<file path="src/hw/cpu_regs_pkg.sv">
// Purpose: Shared constants and types for the CPU programmer register set
// Assumes: 32-bit Avalon-MM data, byte addresses, one aligned word per register
// Notes:   Register port is private to the core, not part of the memory map
`default_nettype none
package cpu_regs_pkg;
  localparam int          ADDR_W          = 8;
  localparam logic [7:0]  OFF_WORK        = 8'h00;
  localparam logic [7:0]  OFF_INDEX       = 8'h04;
  localparam logic [7:0]  OFF_STACK       = 8'h08;
  localparam logic [7:0]  OFF_PC          = 8'h0C;
  localparam logic [7:0]  OFF_FLAGS       = 8'h10;
  localparam logic [7:0]  OFF_CMD         = 8'h14;
  localparam logic [7:0]  OFF_STATUS      = 8'h18;

  localparam logic [15:0] STACK_RESET     = 16'h00FF;
  localparam logic [7:0]  STACK_LOW_VALUE = 8'hFF;
  localparam logic [7:0]  INDEX_HI_RESET  = 8'h00;
  localparam logic [15:0] PC_RESET        = 16'h0000;
  localparam logic [15:0] VEC_HI_ADDR     = 16'hFFFE;
  localparam logic [15:0] VEC_LO_ADDR     = 16'hFFFF;
  localparam logic [15:0] PC_STEP         = 16'h0001;
  localparam logic [7:0]  BYTE_ONE        = 8'h01;
  localparam logic [7:0]  BYTE_ZERO       = 8'h00;
  localparam logic [15:0] WORD_ZERO       = 16'h0000;
  localparam logic [7:0]  POS_MAX         = 8'h7F;
  localparam logic [7:0]  NEG_MIN         = 8'h80;

  // Flag bit positions
  localparam int          FLAG_V          = 7;
  localparam int          FLAG_H          = 4;
  localparam int          FLAG_I          = 3;
  localparam int          FLAG_N          = 2;
  localparam int          FLAG_Z          = 1;
  localparam int          FLAG_C          = 0;
  localparam logic [7:0]  FLAGS_FIXED     = 8'h60;
  localparam logic [7:0]  FLAGS_RESET     = 8'h68;

  // Decimal adjust
  localparam logic [3:0]  BCD_DIGIT_MAX   = 4'h9;
  localparam logic [7:0]  BCD_BYTE_MAX    = 8'h99;
  localparam logic [3:0]  BCD_FIX         = 4'h6;

  typedef enum logic [4:0] {
    OP_NOP       = 5'h00,
    OP_FETCH     = 5'h01,
    OP_STACK_ADJ = 5'h02,
    OP_STACK_LOW = 5'h03,
    OP_X_CLR     = 5'h04,
    OP_X_INC     = 5'h05,
    OP_X_DEC     = 5'h06,
    OP_X_COM     = 5'h07,
    OP_X_NEG     = 5'h08,
    OP_X_ASL     = 5'h09,
    OP_X_LSR     = 5'h0A,
    OP_X_ROL     = 5'h0B,
    OP_X_ROR     = 5'h0C,
    OP_TAX       = 5'h0D,
    OP_TXA       = 5'h0E,
    OP_ALU_ADD   = 5'h0F,
    OP_ALU_RES   = 5'h10,
    OP_BCD_ADJ   = 5'h11,
    OP_MASK_CLR  = 5'h12,
    OP_MASK_SET  = 5'h13,
    OP_BOUNDARY  = 5'h14,
    OP_VEC_BYTE  = 5'h15
  } op_t;

  typedef enum logic [2:0] {
    ST_VEC_HI = 3'b001,
    ST_VEC_LO = 3'b010,
    ST_RUN    = 3'b100
  } vec_state_t;

  typedef struct packed {
    logic [2:0] pad0;
    op_t        op;
    logic [4:0] pad1;
    logic       v;
    logic       h;
    logic       c;
    logic [7:0] pad2;
    logic [7:0] operand;
  } cmd_t;

  typedef struct packed {
    logic [26:0] pad;
    logic [2:0]  vec_state;
    logic        inhibit;
    logic        irq_allowed;
  } status_t;

  typedef struct packed {
    logic gt;
    logic ge;
    logic le;
    logic lt;
  } signed_cond_t;
endpackage : cpu_regs_pkg
`default_nettype wire

</file>
<file path="src/hw/cpu_regs.sv">
// Purpose: Programmer register set of an 8-bit CPU core
// Assumes: Decoder and ALU drive this block over a core-private Avalon-MM port
// Notes:   Working register and low index byte keep their value over reset
`default_nettype none
module cpu_regs (
  input  wire  logic                                core_clk,
  input  wire  logic                                reset,
  input  wire  logic [cpu_regs_pkg::ADDR_W-1:0]     address,
  input  wire  logic                                read,
  input  wire  logic                                write,
  input  wire  logic [31:0]                         writedata,
  output var   logic [31:0]                         readdata,
  output var   logic                                waitrequest,
  output var   logic [7:0]                          work_r,
  output var   logic [7:0]                          index_hi_r,
  output var   logic [7:0]                          index_lo_r,
  output var   logic [15:0]                         stack_r,
  output var   logic [15:0]                         pc_r,
  output var   logic [7:0]                          flags_r,
  output var   logic                                irq_allowed_r,
  output var   cpu_regs_pkg::signed_cond_t          signed_cond_r,
  output var   logic [15:0]                         vector_addr_r
);

  cpu_regs_pkg::cmd_t         cmd;
  cpu_regs_pkg::vec_state_t   vec_state_r;
  cpu_regs_pkg::status_t      status;
  logic                       wr_fire;
  logic                       wr_work;
  logic                       wr_index;
  logic                       wr_stack;
  logic                       wr_pc;
  logic                       wr_flags;
  logic                       cmd_fire;
  logic [15:0]                imm_sx;
  logic                       a_load;
  logic [7:0]                 a_nxt;
  logic                       x_load;
  logic [7:0]                 x_nxt;
  logic [7:0]                 flags_nxt;
  logic                       upd_nz;
  logic                       nz_wide;
  logic [15:0]                nz_val;
  logic                       lo_fix;
  logic                       hi_fix;
  logic                       inhibit_r;
  logic                       inhibit_nxt;
  logic                       fetch_ok;

  assign cmd      = cpu_regs_pkg::cmd_t'(writedata);
  assign wr_fire  = write && !waitrequest;
  assign wr_work  = wr_fire && (address == cpu_regs_pkg::OFF_WORK);
  assign wr_index = wr_fire && (address == cpu_regs_pkg::OFF_INDEX);
  assign wr_stack = wr_fire && (address == cpu_regs_pkg::OFF_STACK);
  assign wr_pc    = wr_fire && (address == cpu_regs_pkg::OFF_PC);
  assign wr_flags = wr_fire && (address == cpu_regs_pkg::OFF_FLAGS);
  assign cmd_fire = wr_fire && (address == cpu_regs_pkg::OFF_CMD);
  assign imm_sx   = {{8{cmd.operand[7]}}, cmd.operand};
  assign fetch_ok = (vec_state_r == cpu_regs_pkg::ST_RUN);

  // Bus handshake: one wait cycle, answer registered
  always_ff @(posedge core_clk) begin
    if (reset) begin
      waitrequest <= 1'b1;
      readdata    <= 32'h0000_0000;
    end else if ((read || write) && waitrequest) begin
      waitrequest <= 1'b0;
      readdata    <= 32'h0000_0000;
      if (read) begin
        unique case (address)
          cpu_regs_pkg::OFF_WORK:   readdata <= {24'h00_0000, work_r};
          cpu_regs_pkg::OFF_INDEX:  readdata <= {16'h0000, index_hi_r, index_lo_r};
          cpu_regs_pkg::OFF_STACK:  readdata <= {16'h0000, stack_r};
          cpu_regs_pkg::OFF_PC:     readdata <= {16'h0000, pc_r};
          cpu_regs_pkg::OFF_FLAGS:  readdata <= {24'h00_0000, flags_r};
          cpu_regs_pkg::OFF_STATUS: readdata <= status;
          default:                  readdata <= 32'h0000_0000;
        endcase
      end
    end else begin
      waitrequest <= 1'b1;
    end
  end

  always_comb begin
    status             = '0;
    status.vec_state   = vec_state_r;
    status.inhibit     = inhibit_r;
    status.irq_allowed = irq_allowed_r;
  end

  // Data path next values and flag update
  always_comb begin
    a_load    = 1'b0;
    a_nxt     = work_r;
    x_load    = 1'b0;
    x_nxt     = index_lo_r;
    flags_nxt = flags_r;
    upd_nz    = 1'b0;
    nz_wide   = 1'b0;
    nz_val    = cpu_regs_pkg::WORD_ZERO;
    lo_fix    = flags_r[cpu_regs_pkg::FLAG_H] ||
                (work_r[3:0] > cpu_regs_pkg::BCD_DIGIT_MAX);
    hi_fix    = flags_r[cpu_regs_pkg::FLAG_C] || (work_r > cpu_regs_pkg::BCD_BYTE_MAX);
    if (wr_work) begin
      a_load                        = 1'b1;
      a_nxt                         = writedata[7:0];
      upd_nz                        = 1'b1;
      nz_val                        = {8'h00, writedata[7:0]};
      flags_nxt[cpu_regs_pkg::FLAG_V] = 1'b0;
    end else if (wr_index) begin
      upd_nz                        = 1'b1;
      nz_wide                       = 1'b1;
      nz_val                        = writedata[15:0];
      flags_nxt[cpu_regs_pkg::FLAG_V] = 1'b0;
    end else if (wr_flags) begin
      flags_nxt = writedata[7:0];
    end else if (cmd_fire) begin
      unique case (cmd.op)
        cpu_regs_pkg::OP_X_CLR: begin
          x_load = 1'b1;
          x_nxt  = cpu_regs_pkg::BYTE_ZERO;
          flags_nxt[cpu_regs_pkg::FLAG_V] = 1'b0;
        end
        cpu_regs_pkg::OP_X_INC: begin
          x_load = 1'b1;
          x_nxt  = index_lo_r + cpu_regs_pkg::BYTE_ONE;
          flags_nxt[cpu_regs_pkg::FLAG_V] = (index_lo_r == cpu_regs_pkg::POS_MAX);
        end
        cpu_regs_pkg::OP_X_DEC: begin
          x_load = 1'b1;
          x_nxt  = index_lo_r - cpu_regs_pkg::BYTE_ONE;
          flags_nxt[cpu_regs_pkg::FLAG_V] = (index_lo_r == cpu_regs_pkg::NEG_MIN);
        end
        cpu_regs_pkg::OP_X_COM: begin
          x_load = 1'b1;
          x_nxt  = ~index_lo_r;
          flags_nxt[cpu_regs_pkg::FLAG_V] = 1'b0;
          flags_nxt[cpu_regs_pkg::FLAG_C] = 1'b1;
        end
        cpu_regs_pkg::OP_X_NEG: begin
          x_load = 1'b1;
          x_nxt  = cpu_regs_pkg::BYTE_ZERO - index_lo_r;
          flags_nxt[cpu_regs_pkg::FLAG_V] = (index_lo_r == cpu_regs_pkg::NEG_MIN);
          flags_nxt[cpu_regs_pkg::FLAG_C] = (index_lo_r != cpu_regs_pkg::BYTE_ZERO);
        end
        cpu_regs_pkg::OP_X_ASL, cpu_regs_pkg::OP_X_ROL: begin
          x_load = 1'b1;
          x_nxt  = {index_lo_r[6:0],
                    (cmd.op == cpu_regs_pkg::OP_X_ROL) && flags_r[cpu_regs_pkg::FLAG_C]};
          flags_nxt[cpu_regs_pkg::FLAG_C] = index_lo_r[7];
          flags_nxt[cpu_regs_pkg::FLAG_V] = index_lo_r[6] ^ index_lo_r[7];
        end
        cpu_regs_pkg::OP_X_LSR, cpu_regs_pkg::OP_X_ROR: begin
          x_load = 1'b1;
          x_nxt  = {(cmd.op == cpu_regs_pkg::OP_X_ROR) && flags_r[cpu_regs_pkg::FLAG_C],
                    index_lo_r[7:1]};
          flags_nxt[cpu_regs_pkg::FLAG_C] = index_lo_r[0];
          flags_nxt[cpu_regs_pkg::FLAG_V] = index_lo_r[0] ^
            ((cmd.op == cpu_regs_pkg::OP_X_ROR) && flags_r[cpu_regs_pkg::FLAG_C]);
        end
        cpu_regs_pkg::OP_TAX: begin
          x_load = 1'b1;
          x_nxt  = work_r;
        end
        cpu_regs_pkg::OP_TXA: begin
          a_load = 1'b1;
          a_nxt  = index_lo_r;
        end
        cpu_regs_pkg::OP_ALU_ADD, cpu_regs_pkg::OP_ALU_RES: begin
          a_load = 1'b1;
          a_nxt  = cmd.operand;
          flags_nxt[cpu_regs_pkg::FLAG_V] = cmd.v;
          flags_nxt[cpu_regs_pkg::FLAG_C] = cmd.c;
          if (cmd.op == cpu_regs_pkg::OP_ALU_ADD) begin
            flags_nxt[cpu_regs_pkg::FLAG_H] = cmd.h;
          end
        end
        cpu_regs_pkg::OP_BCD_ADJ: begin
          a_load = 1'b1;
          a_nxt  = work_r + {hi_fix ? cpu_regs_pkg::BCD_FIX : 4'h0,
                             lo_fix ? cpu_regs_pkg::BCD_FIX : 4'h0};
          flags_nxt[cpu_regs_pkg::FLAG_C] = hi_fix;
        end
        cpu_regs_pkg::OP_MASK_CLR: flags_nxt[cpu_regs_pkg::FLAG_I] = 1'b0;
        cpu_regs_pkg::OP_MASK_SET: flags_nxt[cpu_regs_pkg::FLAG_I] = 1'b1;
        default: begin
        end
      endcase
      if (a_load) begin
        upd_nz = 1'b1;
        nz_val = {8'h00, a_nxt};
      end else if (x_load && (cmd.op != cpu_regs_pkg::OP_TAX)) begin
        upd_nz = 1'b1;
        nz_val = {8'h00, x_nxt};
      end
    end
    if (upd_nz) begin
      flags_nxt[cpu_regs_pkg::FLAG_N] = nz_wide ? nz_val[15] : nz_val[7];
      flags_nxt[cpu_regs_pkg::FLAG_Z] = nz_wide ? (nz_val == cpu_regs_pkg::WORD_ZERO) :
                                        (nz_val[7:0] == cpu_regs_pkg::BYTE_ZERO);
    end
    flags_nxt = flags_nxt | cpu_regs_pkg::FLAGS_FIXED;
  end

  // Working register, untouched by reset
  always_ff @(posedge core_clk) begin
    if (a_load) begin
      work_r <= a_nxt;
    end
  end

  // Low index byte, untouched by reset
  always_ff @(posedge core_clk) begin
    if (wr_index) begin
      index_lo_r <= writedata[7:0];
    end else if (x_load) begin
      index_lo_r <= x_nxt;
    end
  end

  always_ff @(posedge core_clk) begin
    if (reset) begin
      index_hi_r <= cpu_regs_pkg::INDEX_HI_RESET;
    end else if (wr_index) begin
      index_hi_r <= writedata[15:8];
    end
  end

  // Stack pointer
  always_ff @(posedge core_clk) begin
    if (reset) begin
      stack_r <= cpu_regs_pkg::STACK_RESET;
    end else if (wr_stack) begin
      stack_r <= writedata[15:0];
    end else if (cmd_fire && (cmd.op == cpu_regs_pkg::OP_STACK_ADJ)) begin
      stack_r <= stack_r + imm_sx;
    end else if (cmd_fire && (cmd.op == cpu_regs_pkg::OP_STACK_LOW)) begin
      stack_r[7:0] <= cpu_regs_pkg::STACK_LOW_VALUE;
    end
  end

  // Program counter and reset vector load
  always_ff @(posedge core_clk) begin
    if (reset) begin
      vec_state_r   <= cpu_regs_pkg::ST_VEC_HI;
      pc_r          <= cpu_regs_pkg::PC_RESET;
      vector_addr_r <= cpu_regs_pkg::VEC_HI_ADDR;
    end else begin
      unique case (vec_state_r)
        cpu_regs_pkg::ST_VEC_HI: begin
          if (cmd_fire && (cmd.op == cpu_regs_pkg::OP_VEC_BYTE)) begin
            pc_r[15:8]    <= cmd.operand;
            vec_state_r   <= cpu_regs_pkg::ST_VEC_LO;
            vector_addr_r <= cpu_regs_pkg::VEC_LO_ADDR;
          end
        end
        cpu_regs_pkg::ST_VEC_LO: begin
          if (cmd_fire && (cmd.op == cpu_regs_pkg::OP_VEC_BYTE)) begin
            pc_r[7:0]   <= cmd.operand;
            vec_state_r <= cpu_regs_pkg::ST_RUN;
          end
        end
        cpu_regs_pkg::ST_RUN: begin
          if (wr_pc) begin
            pc_r <= writedata[15:0];
          end else if (cmd_fire && (cmd.op == cpu_regs_pkg::OP_FETCH)) begin
            pc_r <= pc_r + cpu_regs_pkg::PC_STEP;
          end
        end
        default: begin
          vec_state_r   <= cpu_regs_pkg::ST_VEC_HI;
          vector_addr_r <= cpu_regs_pkg::VEC_HI_ADDR;
        end
      endcase
    end
  end

  // Flags and signed branch conditions
  always_ff @(posedge core_clk) begin
    if (reset) begin
      flags_r       <= cpu_regs_pkg::FLAGS_RESET;
      signed_cond_r <= '0;
    end else begin
      flags_r          <= flags_nxt;
      signed_cond_r.lt <= flags_nxt[cpu_regs_pkg::FLAG_N] ^ flags_nxt[cpu_regs_pkg::FLAG_V];
      signed_cond_r.ge <= ~(flags_nxt[cpu_regs_pkg::FLAG_N] ^ flags_nxt[cpu_regs_pkg::FLAG_V]);
      signed_cond_r.le <= flags_nxt[cpu_regs_pkg::FLAG_Z] |
        (flags_nxt[cpu_regs_pkg::FLAG_N] ^ flags_nxt[cpu_regs_pkg::FLAG_V]);
      signed_cond_r.gt <= ~(flags_nxt[cpu_regs_pkg::FLAG_Z] |
        (flags_nxt[cpu_regs_pkg::FLAG_N] ^ flags_nxt[cpu_regs_pkg::FLAG_V]));
    end
  end

  // Interrupt gate with one-boundary hold after unmasking; set wins over clear
  always_comb begin
    inhibit_nxt = inhibit_r;
    if (wr_flags || (cmd_fire && (cmd.op == cpu_regs_pkg::OP_MASK_CLR))) begin
      inhibit_nxt = 1'b1;
    end else if (cmd_fire && (cmd.op == cpu_regs_pkg::OP_BOUNDARY)) begin
      inhibit_nxt = 1'b0;
    end
  end

  always_ff @(posedge core_clk) begin
    if (reset) begin
      inhibit_r     <= 1'b0;
      irq_allowed_r <= 1'b0;
    end else begin
      inhibit_r     <= inhibit_nxt;
      irq_allowed_r <= ~flags_nxt[cpu_regs_pkg::FLAG_I] & ~inhibit_nxt & fetch_ok;
    end
  end
endmodule : cpu_regs
`default_nettype wire

</file>
<file path="config.mk">
export PLATFORM = sky130hd
export DESIGN_NAME = cpu_regs
export DESIGN_NICKNAME = d
export VERILOG_FILES = /design/src/hw/cpu_regs_pkg.sv /design/src/hw/cpu_regs.sv
export SDC_FILE = /design/constraint.sdc
export NUM_CORES = 1
export LEC_CHECK = 0
export BUFFER_PORTS_ARGS = -buffer_cell sky130_fd_sc_hd__buf_2
export CAP_MARGIN = 20
export CORE_MARGIN = 1.5
export CORE_UTILIZATION = 25
export CTS_BUF_LIST = sky130_fd_sc_hd__clkbuf_8 sky130_fd_sc_hd__clkbuf_16
export DETAILED_ROUTE_END_ITERATION = 10
export GPL_TIMING_DRIVEN = 0
export PLACE_DENSITY = 0.54
export SYNTH_ARGS = -nofsm -noshare
export SYNTH_HDL_FRONTEND = slang
export SYNTH_SLANG_ARGS = --single-unit
</file>
<file path="constraint.sdc">
create_clock -name core_clk -period 3.5 [get_ports core_clk]
set_input_delay 0.7 -clock core_clk [delete_from_list [all_inputs] [get_ports core_clk]]
set_output_delay 0.7 -clock core_clk [all_outputs]
set_load 0.05 [all_outputs]
</file>
# == After elaboration in Yosys (flattened, before gate mapping) ==
# Cells that the tools add are included.
# classes
add_sub_neg,6
order_cmp,2
eq_ne,40
muxes,83
n_bitwise,15
n_reduce_logical,53
# op_table
operator,n
$mux 16,10
$mux 8,14
$pmux 16 s6,1
$pmux 8 s8,1
$eq 5x4->1 const B,8
$mux 1,39
$pmux 16 s2,1
$pmux 8 s2,2
$eq 5x5->1 const B,6
$eq 8x5->1 const B,3
$pmux 8 s3,1
$eq 5x3->1 const B,4
$reduce_bool 2->1,9
$logic_and 1x1->1,17
$add 16x1->16 const B,1
$add 16x16->16,1
$eq 8x4->1 const B,2
$logic_not 16->1,1
$logic_not 8->1,2
$mux 3,4
$pmux 1 s6,2
$reduce_and 4->1,3
$reduce_or 2->1,6
$eq 5x2->1 const B,2
other kinds (36),59
# word_totals
ff_bits,121
input_bits,44

# == Logic depth before layout (Yosys ltp) ==
# logic_depth
word_depth,20
mapped_depth,13
ltp_nobuf,12

# == Worst setup path after synthesis ==
# Ideal clock, no wire load.
# synth_timing
kind,input -> register
start,input writedata[27]
end,register signed_cond_r[1] (netlist name)
setup_ps,132
arrival_ps,3368
slack_ps,0
cell_stages,13
cell_sequence,buf_2 -> nor3b_2 -> nand3_1 -> inv_1 -> ha_1 -> a211oi_2 -> o21bai_1 -> a2111oi_0 -> or4_1 -> a31oi_1 -> a211oi_2 -> xor2_1 -> a21oi_1
# synth_between
elab_chain_cells,18
elab_cells_between_ends,62
# synth_rtl
item,line,text
start: declaration,cpu_regs.sv:11,"input wire logic [31:0] writedata,"
"$eq 5x4->1, or another cell as far along","cpu_regs.sv:119, cpu_regs.sv:150",
$reduce_or 10->1 (no line),n/a,
$mux 1,cpu_regs.sv:119,unique case (cmd.op)
$mux 1,cpu_regs.sv:118,end else if (cmd_fire) begin
$mux 1,cpu_regs.sv:116,end else if (wr_flags) begin
$mux 1,cpu_regs.sv:111,end else if (wr_index) begin
$mux 1,cpu_regs.sv:105,if (wr_work) begin
$logic_and 1x1->1,cpu_regs.sv:193,end else if (x_load && (cmd.op != cpu_regs_pkg::OP_TAX)) begin
[... 2 more ...],n/a,
$mux 16,cpu_regs.sv:118,
$mux 16,cpu_regs.sv:116,
$mux 16,cpu_regs.sv:111,
$mux 16,cpu_regs.sv:105,
"$logic_not 16->1, or another cell as far along",cpu_regs.sv:200,flags_nxt[cpu_regs_pkg::FLAG_Z] = nz_wide ? (nz_val == cpu_regs_pkg::WORD_ZERO) :
$mux 1 / $mux 2 (equally long branches),"cpu_regs.sv:200, cpu_regs.sv:198",
$mux 2 / $xor 1x1->1 (equally long branches),"cpu_regs.sv:198, cpu_regs.sv:289",
$or 1x1->1 (*),cpu_regs.sv:288,signed_cond_r.le <= flags_nxt[cpu_regs_pkg::FLAG_Z] |
end: declaration,cpu_regs.sv:21,"output var cpu_regs_pkg::signed_cond_t signed_cond_r,"
# Every way passes the cells marked *; elsewhere a longest branch is shown, timed or not. The select of a mux whose other input is x is not followed.
# A chain may end at the register's enable or synchronous reset.

# == Worst setup path after layout ==
# layout_timing
start,register index_lo_r[0]
end,register signed_cond_r[3] (netlist name)
# layout_between
elab_chain_cells,13
elab_cells_between_ends,28
# layout_rtl
item,line,text
start: declaration,cpu_regs.sv:16,"output var logic [7:0] index_lo_r,"
start signal: assignment,cpu_regs.sv:216,index_lo_r <= writedata[7:0];
start signal: assignment,cpu_regs.sv:218,index_lo_r <= x_nxt;
"$sub 1x8->8, or another cell as far along",cpu_regs.sv:143,x_nxt = cpu_regs_pkg::BYTE_ZERO - index_lo_r;
$pmux 8 s8,cpu_regs.sv:119,
$mux 8,cpu_regs.sv:193,
$mux 16,cpu_regs.sv:190,if (a_load) begin
$mux 16,cpu_regs.sv:118,
$mux 16,cpu_regs.sv:116,
$mux 16,cpu_regs.sv:111,
$mux 16,cpu_regs.sv:105,
"$logic_not 16->1, or another cell as far along",cpu_regs.sv:200,
$mux 1 / $mux 2 (equally long branches),"cpu_regs.sv:200, cpu_regs.sv:198",
$mux 2 / $xor 1x1->1 (equally long branches),"cpu_regs.sv:198, cpu_regs.sv:291",
$or 1x1->1 (*),cpu_regs.sv:290,signed_cond_r.gt <= ~(flags_nxt[cpu_regs_pkg::FLAG_Z] |
$not 1->1 (*),cpu_regs.sv:290,
# Every way passes the cells marked *; elsewhere a longest branch is shown, timed or not.

==> flow_summary.json <==
{
  "drt_wl_total_mm": 30.45,
  "synth_edf_count": 16,
  "yosys_most_used_dff": "dfxtp_1",
  "grt_max_degree": 18,
  "final_max_slew_viol_count": 0,
  "rows": 62,
  "synthCells": 949,
  "dp_slack_ns": -0.7771,
  "finalSetupViolations": 0,
  "fin_setup_tns_ns": 0,
  "cts_sinks": 89,
  "cts_root_buffer": "clkbuf_16",
  "synth.area.top_cells": "dfxtp_1 20%, edfxtp_1 6.6%, nand2_1 5.5%, nor2_1 5.1%, ha_1 4.8%",
  "wl_per_cell_um": 20.22,
  "met2_usage": 0.3122,
  "use_met3": 0.03368,
  "ant_nets": 0,
  "finalCritPeriodShare": 0.9679,
  "fillers": 3145,
  "synth-async-reset-ratio": 0,
  "ir_worst_vdd_v": 0.0002372,
  "route.detailed.drc": 0,
  "hold_viol_final": 0,
  "p_leak_nw": 3.595,
  "yosys.cell_count.top_type": "nand2_1",
  "cts_hold_buf": 0,
  "post-route-min-period_ns": 3.388,
  "h-tree-depth": 3,
  "endpoint_kind": "register",
  "yosysSeqAreaShare": 0.2655,
  "clk_latency_ns": 0.37,
  "max_freq_mhz": 295.2,
  "grt_antenna_before_repair": 1,
  "syn_to_final_growth_pct": 22.84,
  "worstPathArrival_ns": 3.60,
  "ys_warn_count": 0,
  "cp.required_ns": 3.71,
  "initialDrtViolationCount": 779,
  "initial_core_util": 0.2542,
  "power_density_mw_per_mm2": 279.3,
  "grt_pass1_vias": 7383,
  "clk_pin_slew_worst_paths_ns": 0.07,
  "vias": 8086,
  "placeableCoreArea_mm2": 0.02878,
  "worst_pin_slew_ns": 0.8699,
  "die_area_mm2": 0.03029,
  "setup_ws_ns": 0.1122,
  "min_path_type": "register to register",
  "run_status": "finished, final reports clean",
  "num-nets-final": 1191,
  "ys_types": 84,
  "cts_buffers": 9,
  "postPlaceCellArea_mm2": 0.008483,
  "place_congestion": 0.9538,
  "busiest_layer": "met2",
  "cts_tree": "done",
  "drive_above_1_share": 0.2257,
  "drv_cap": 0,
  "relSlewSlack": 0.4201,
  "grt_use_total": 0.1950,
  "synthDominantAreaCellType": "dfxtp_1",
  "critPathMaxFanout": 10,
  "use_met1": 0.2649,
  "syn_avg_cell_area_um2": 7.708,
  "path_class": "register to register",
  "io_buffers": 114,
  "io_pins": 162,
  "viasPerCell": 5.369,
  "ctsLongestPathBuffers": 2,
  "firstDrtPassIters": 7,
  "critPathLaunchType": "register",
  "synth_seq_cells": 89,
  "die_y_um": 174.1,
  "fin_area_mm2": 0.008985,
  "grt_overflow": 0,
  "yosys-top-cells-count": "107 x nand2_1, 100 x nor2_1, 73 x dfxtp_1, 64 x a21oi_1, 49 x o21ai_0",
  "hpwlAfterDp_mm": 23.14,
  "syn_area_mm2": 0.007315,
  "synth_top_area_frac": 0.1998,
  "grt_pass1_wl_mm": 45.57,
  "clock_skew_ns": 0.009806,
  "die_w_um": 174.1
}
## final timing paths
| check | startpoint | endpoint | slack [ns] | cells past startpoint |
|---|---|---|---|---|
| worst min-delay path | index_hi_r[6] | index_hi_r[6] | 0.48 | 2 |
| worst max register to register | index_lo_r[0] | signed_cond_r[3] | 0.11 | 10 |
| worst max-delay path | index_lo_r[0] | signed_cond_r[3] | 0.11 | 10 |
| worst min register to register | index_hi_r[6] | index_hi_r[6] | 0.48 | 2 |
## report_power, final
part / switching [W] / internal [W]
Combinational: 0.000321 / 0.000143
Sequential: 0.00000196 / 0.00104
Clock: 0.000480 / 0.000519
Total: 0.000803 / 0.00171
## worst max-delay path, stage by stage (launching register included)
cell       delay, ns
edfxtp_1        0.49
clkbuf_2        0.34
inv_1           0.13
fa_1            0.44
nand2b_1        0.20
a32o_1          0.27
a211oi_2        0.26
nand4_1         0.26
a2111oi_4       0.42
a41oi_2         0.21
nor3b_2         0.20
## cell families (layout without fill, tap and decap cells)
kind of cell / after synthesis / count (layout) / synth area share
xor+xnor: 37 / 37 / 0.04430
other cells: 2 / 34 / 0.001027
fa+ha+maj: 31 / 31 / 0.05611
flops: 89 / 89 / 0.2655
compound gates: 287 / 287 / 0.2710
mux: 20 / 20 / 0.02839
buf+inv: 114 / 255 / 0.08399
simple gates: 369 / 369 / 0.2497
## repair_timing
action / 4_1_cts / 5_1_grt
setup buffers: 2 / 7
gates resized for setup: 13 / 14
pin swaps: 3 / 6
setup endpoints to repair: 6 / 13
## state kept, by name (all words and copies together), names as in the netlist, 3 cells and up
name and flops:
pc_r 16, readdata 16, stack_r 16, index_hi_r 8, index_lo_r 8, work_r 8, flags_r 6, signed_cond_r 4
vec_state_r 3
## layer usage
metal	wire length [um]	share of wire
met5	0	0
met4	843	0.028
met3	2272	0.075
met2	14030	0.46
met1	13310	0.44
## layout make-up
cell class | instances | area, um^2 | share of cell area
Antenna cell | 1 | 2.502 | 0.0002785
Buffer | 102 | 574.3 | 0.06392
Clock buffer | 10 | 239.0 | 0.02660
Clock inverter | 6 | 56.30 | 0.006267
Inverter | 10 | 40.04 | 0.004456
Multi-Input combinational cell | 777 | 4987 | 0.5551
Sequential cell | 89 | 1942 | 0.2161
Tap cell | 384 | 480.5 | 0.05347
Timing Repair Buffer | 127 | 663.1 | 0.07381
## metrics by stage
step / util / hold WS [ns] / std cells / power (W)
final: 0.3122 / 0.4788 / 1506 / 0.002509
after detailed placement: 0.2948 / 0.4666 / 1478 / 0.001514
after CTS: 0.3077 / 0.4763 / 1495 / 0.002513
after global placement: 0.2948 / 0.4585 / 1478 / 0.001515
after floorplan: - / 0.5099 / 980 / 0.001391
after global routing: 0.3122 / 0.5142 / 1506 / 0.002593
## layout by cell type, fill, tap and decap left out, types with 12 or more instances in the layout
cell type,n
a211oi_1,23
a21oi_1,63
a22oi_1,34
a31oi_1,12
buf_2,130
buf_4,50
clkbuf_1,38
conb_1,33
dfxtp_1,73
edfxtp_1,16
ha_1,27
mux2i_1,14
nand2_1,107
nand2b_1,14
nand3_1,29
nand4_1,13
nor2_1,100
nor3_1,24
o21ai_0,49
o22ai_1,12
xnor2_1,18
xor2_1,18
No activity file was read; power rests on OpenSTA's default activity.
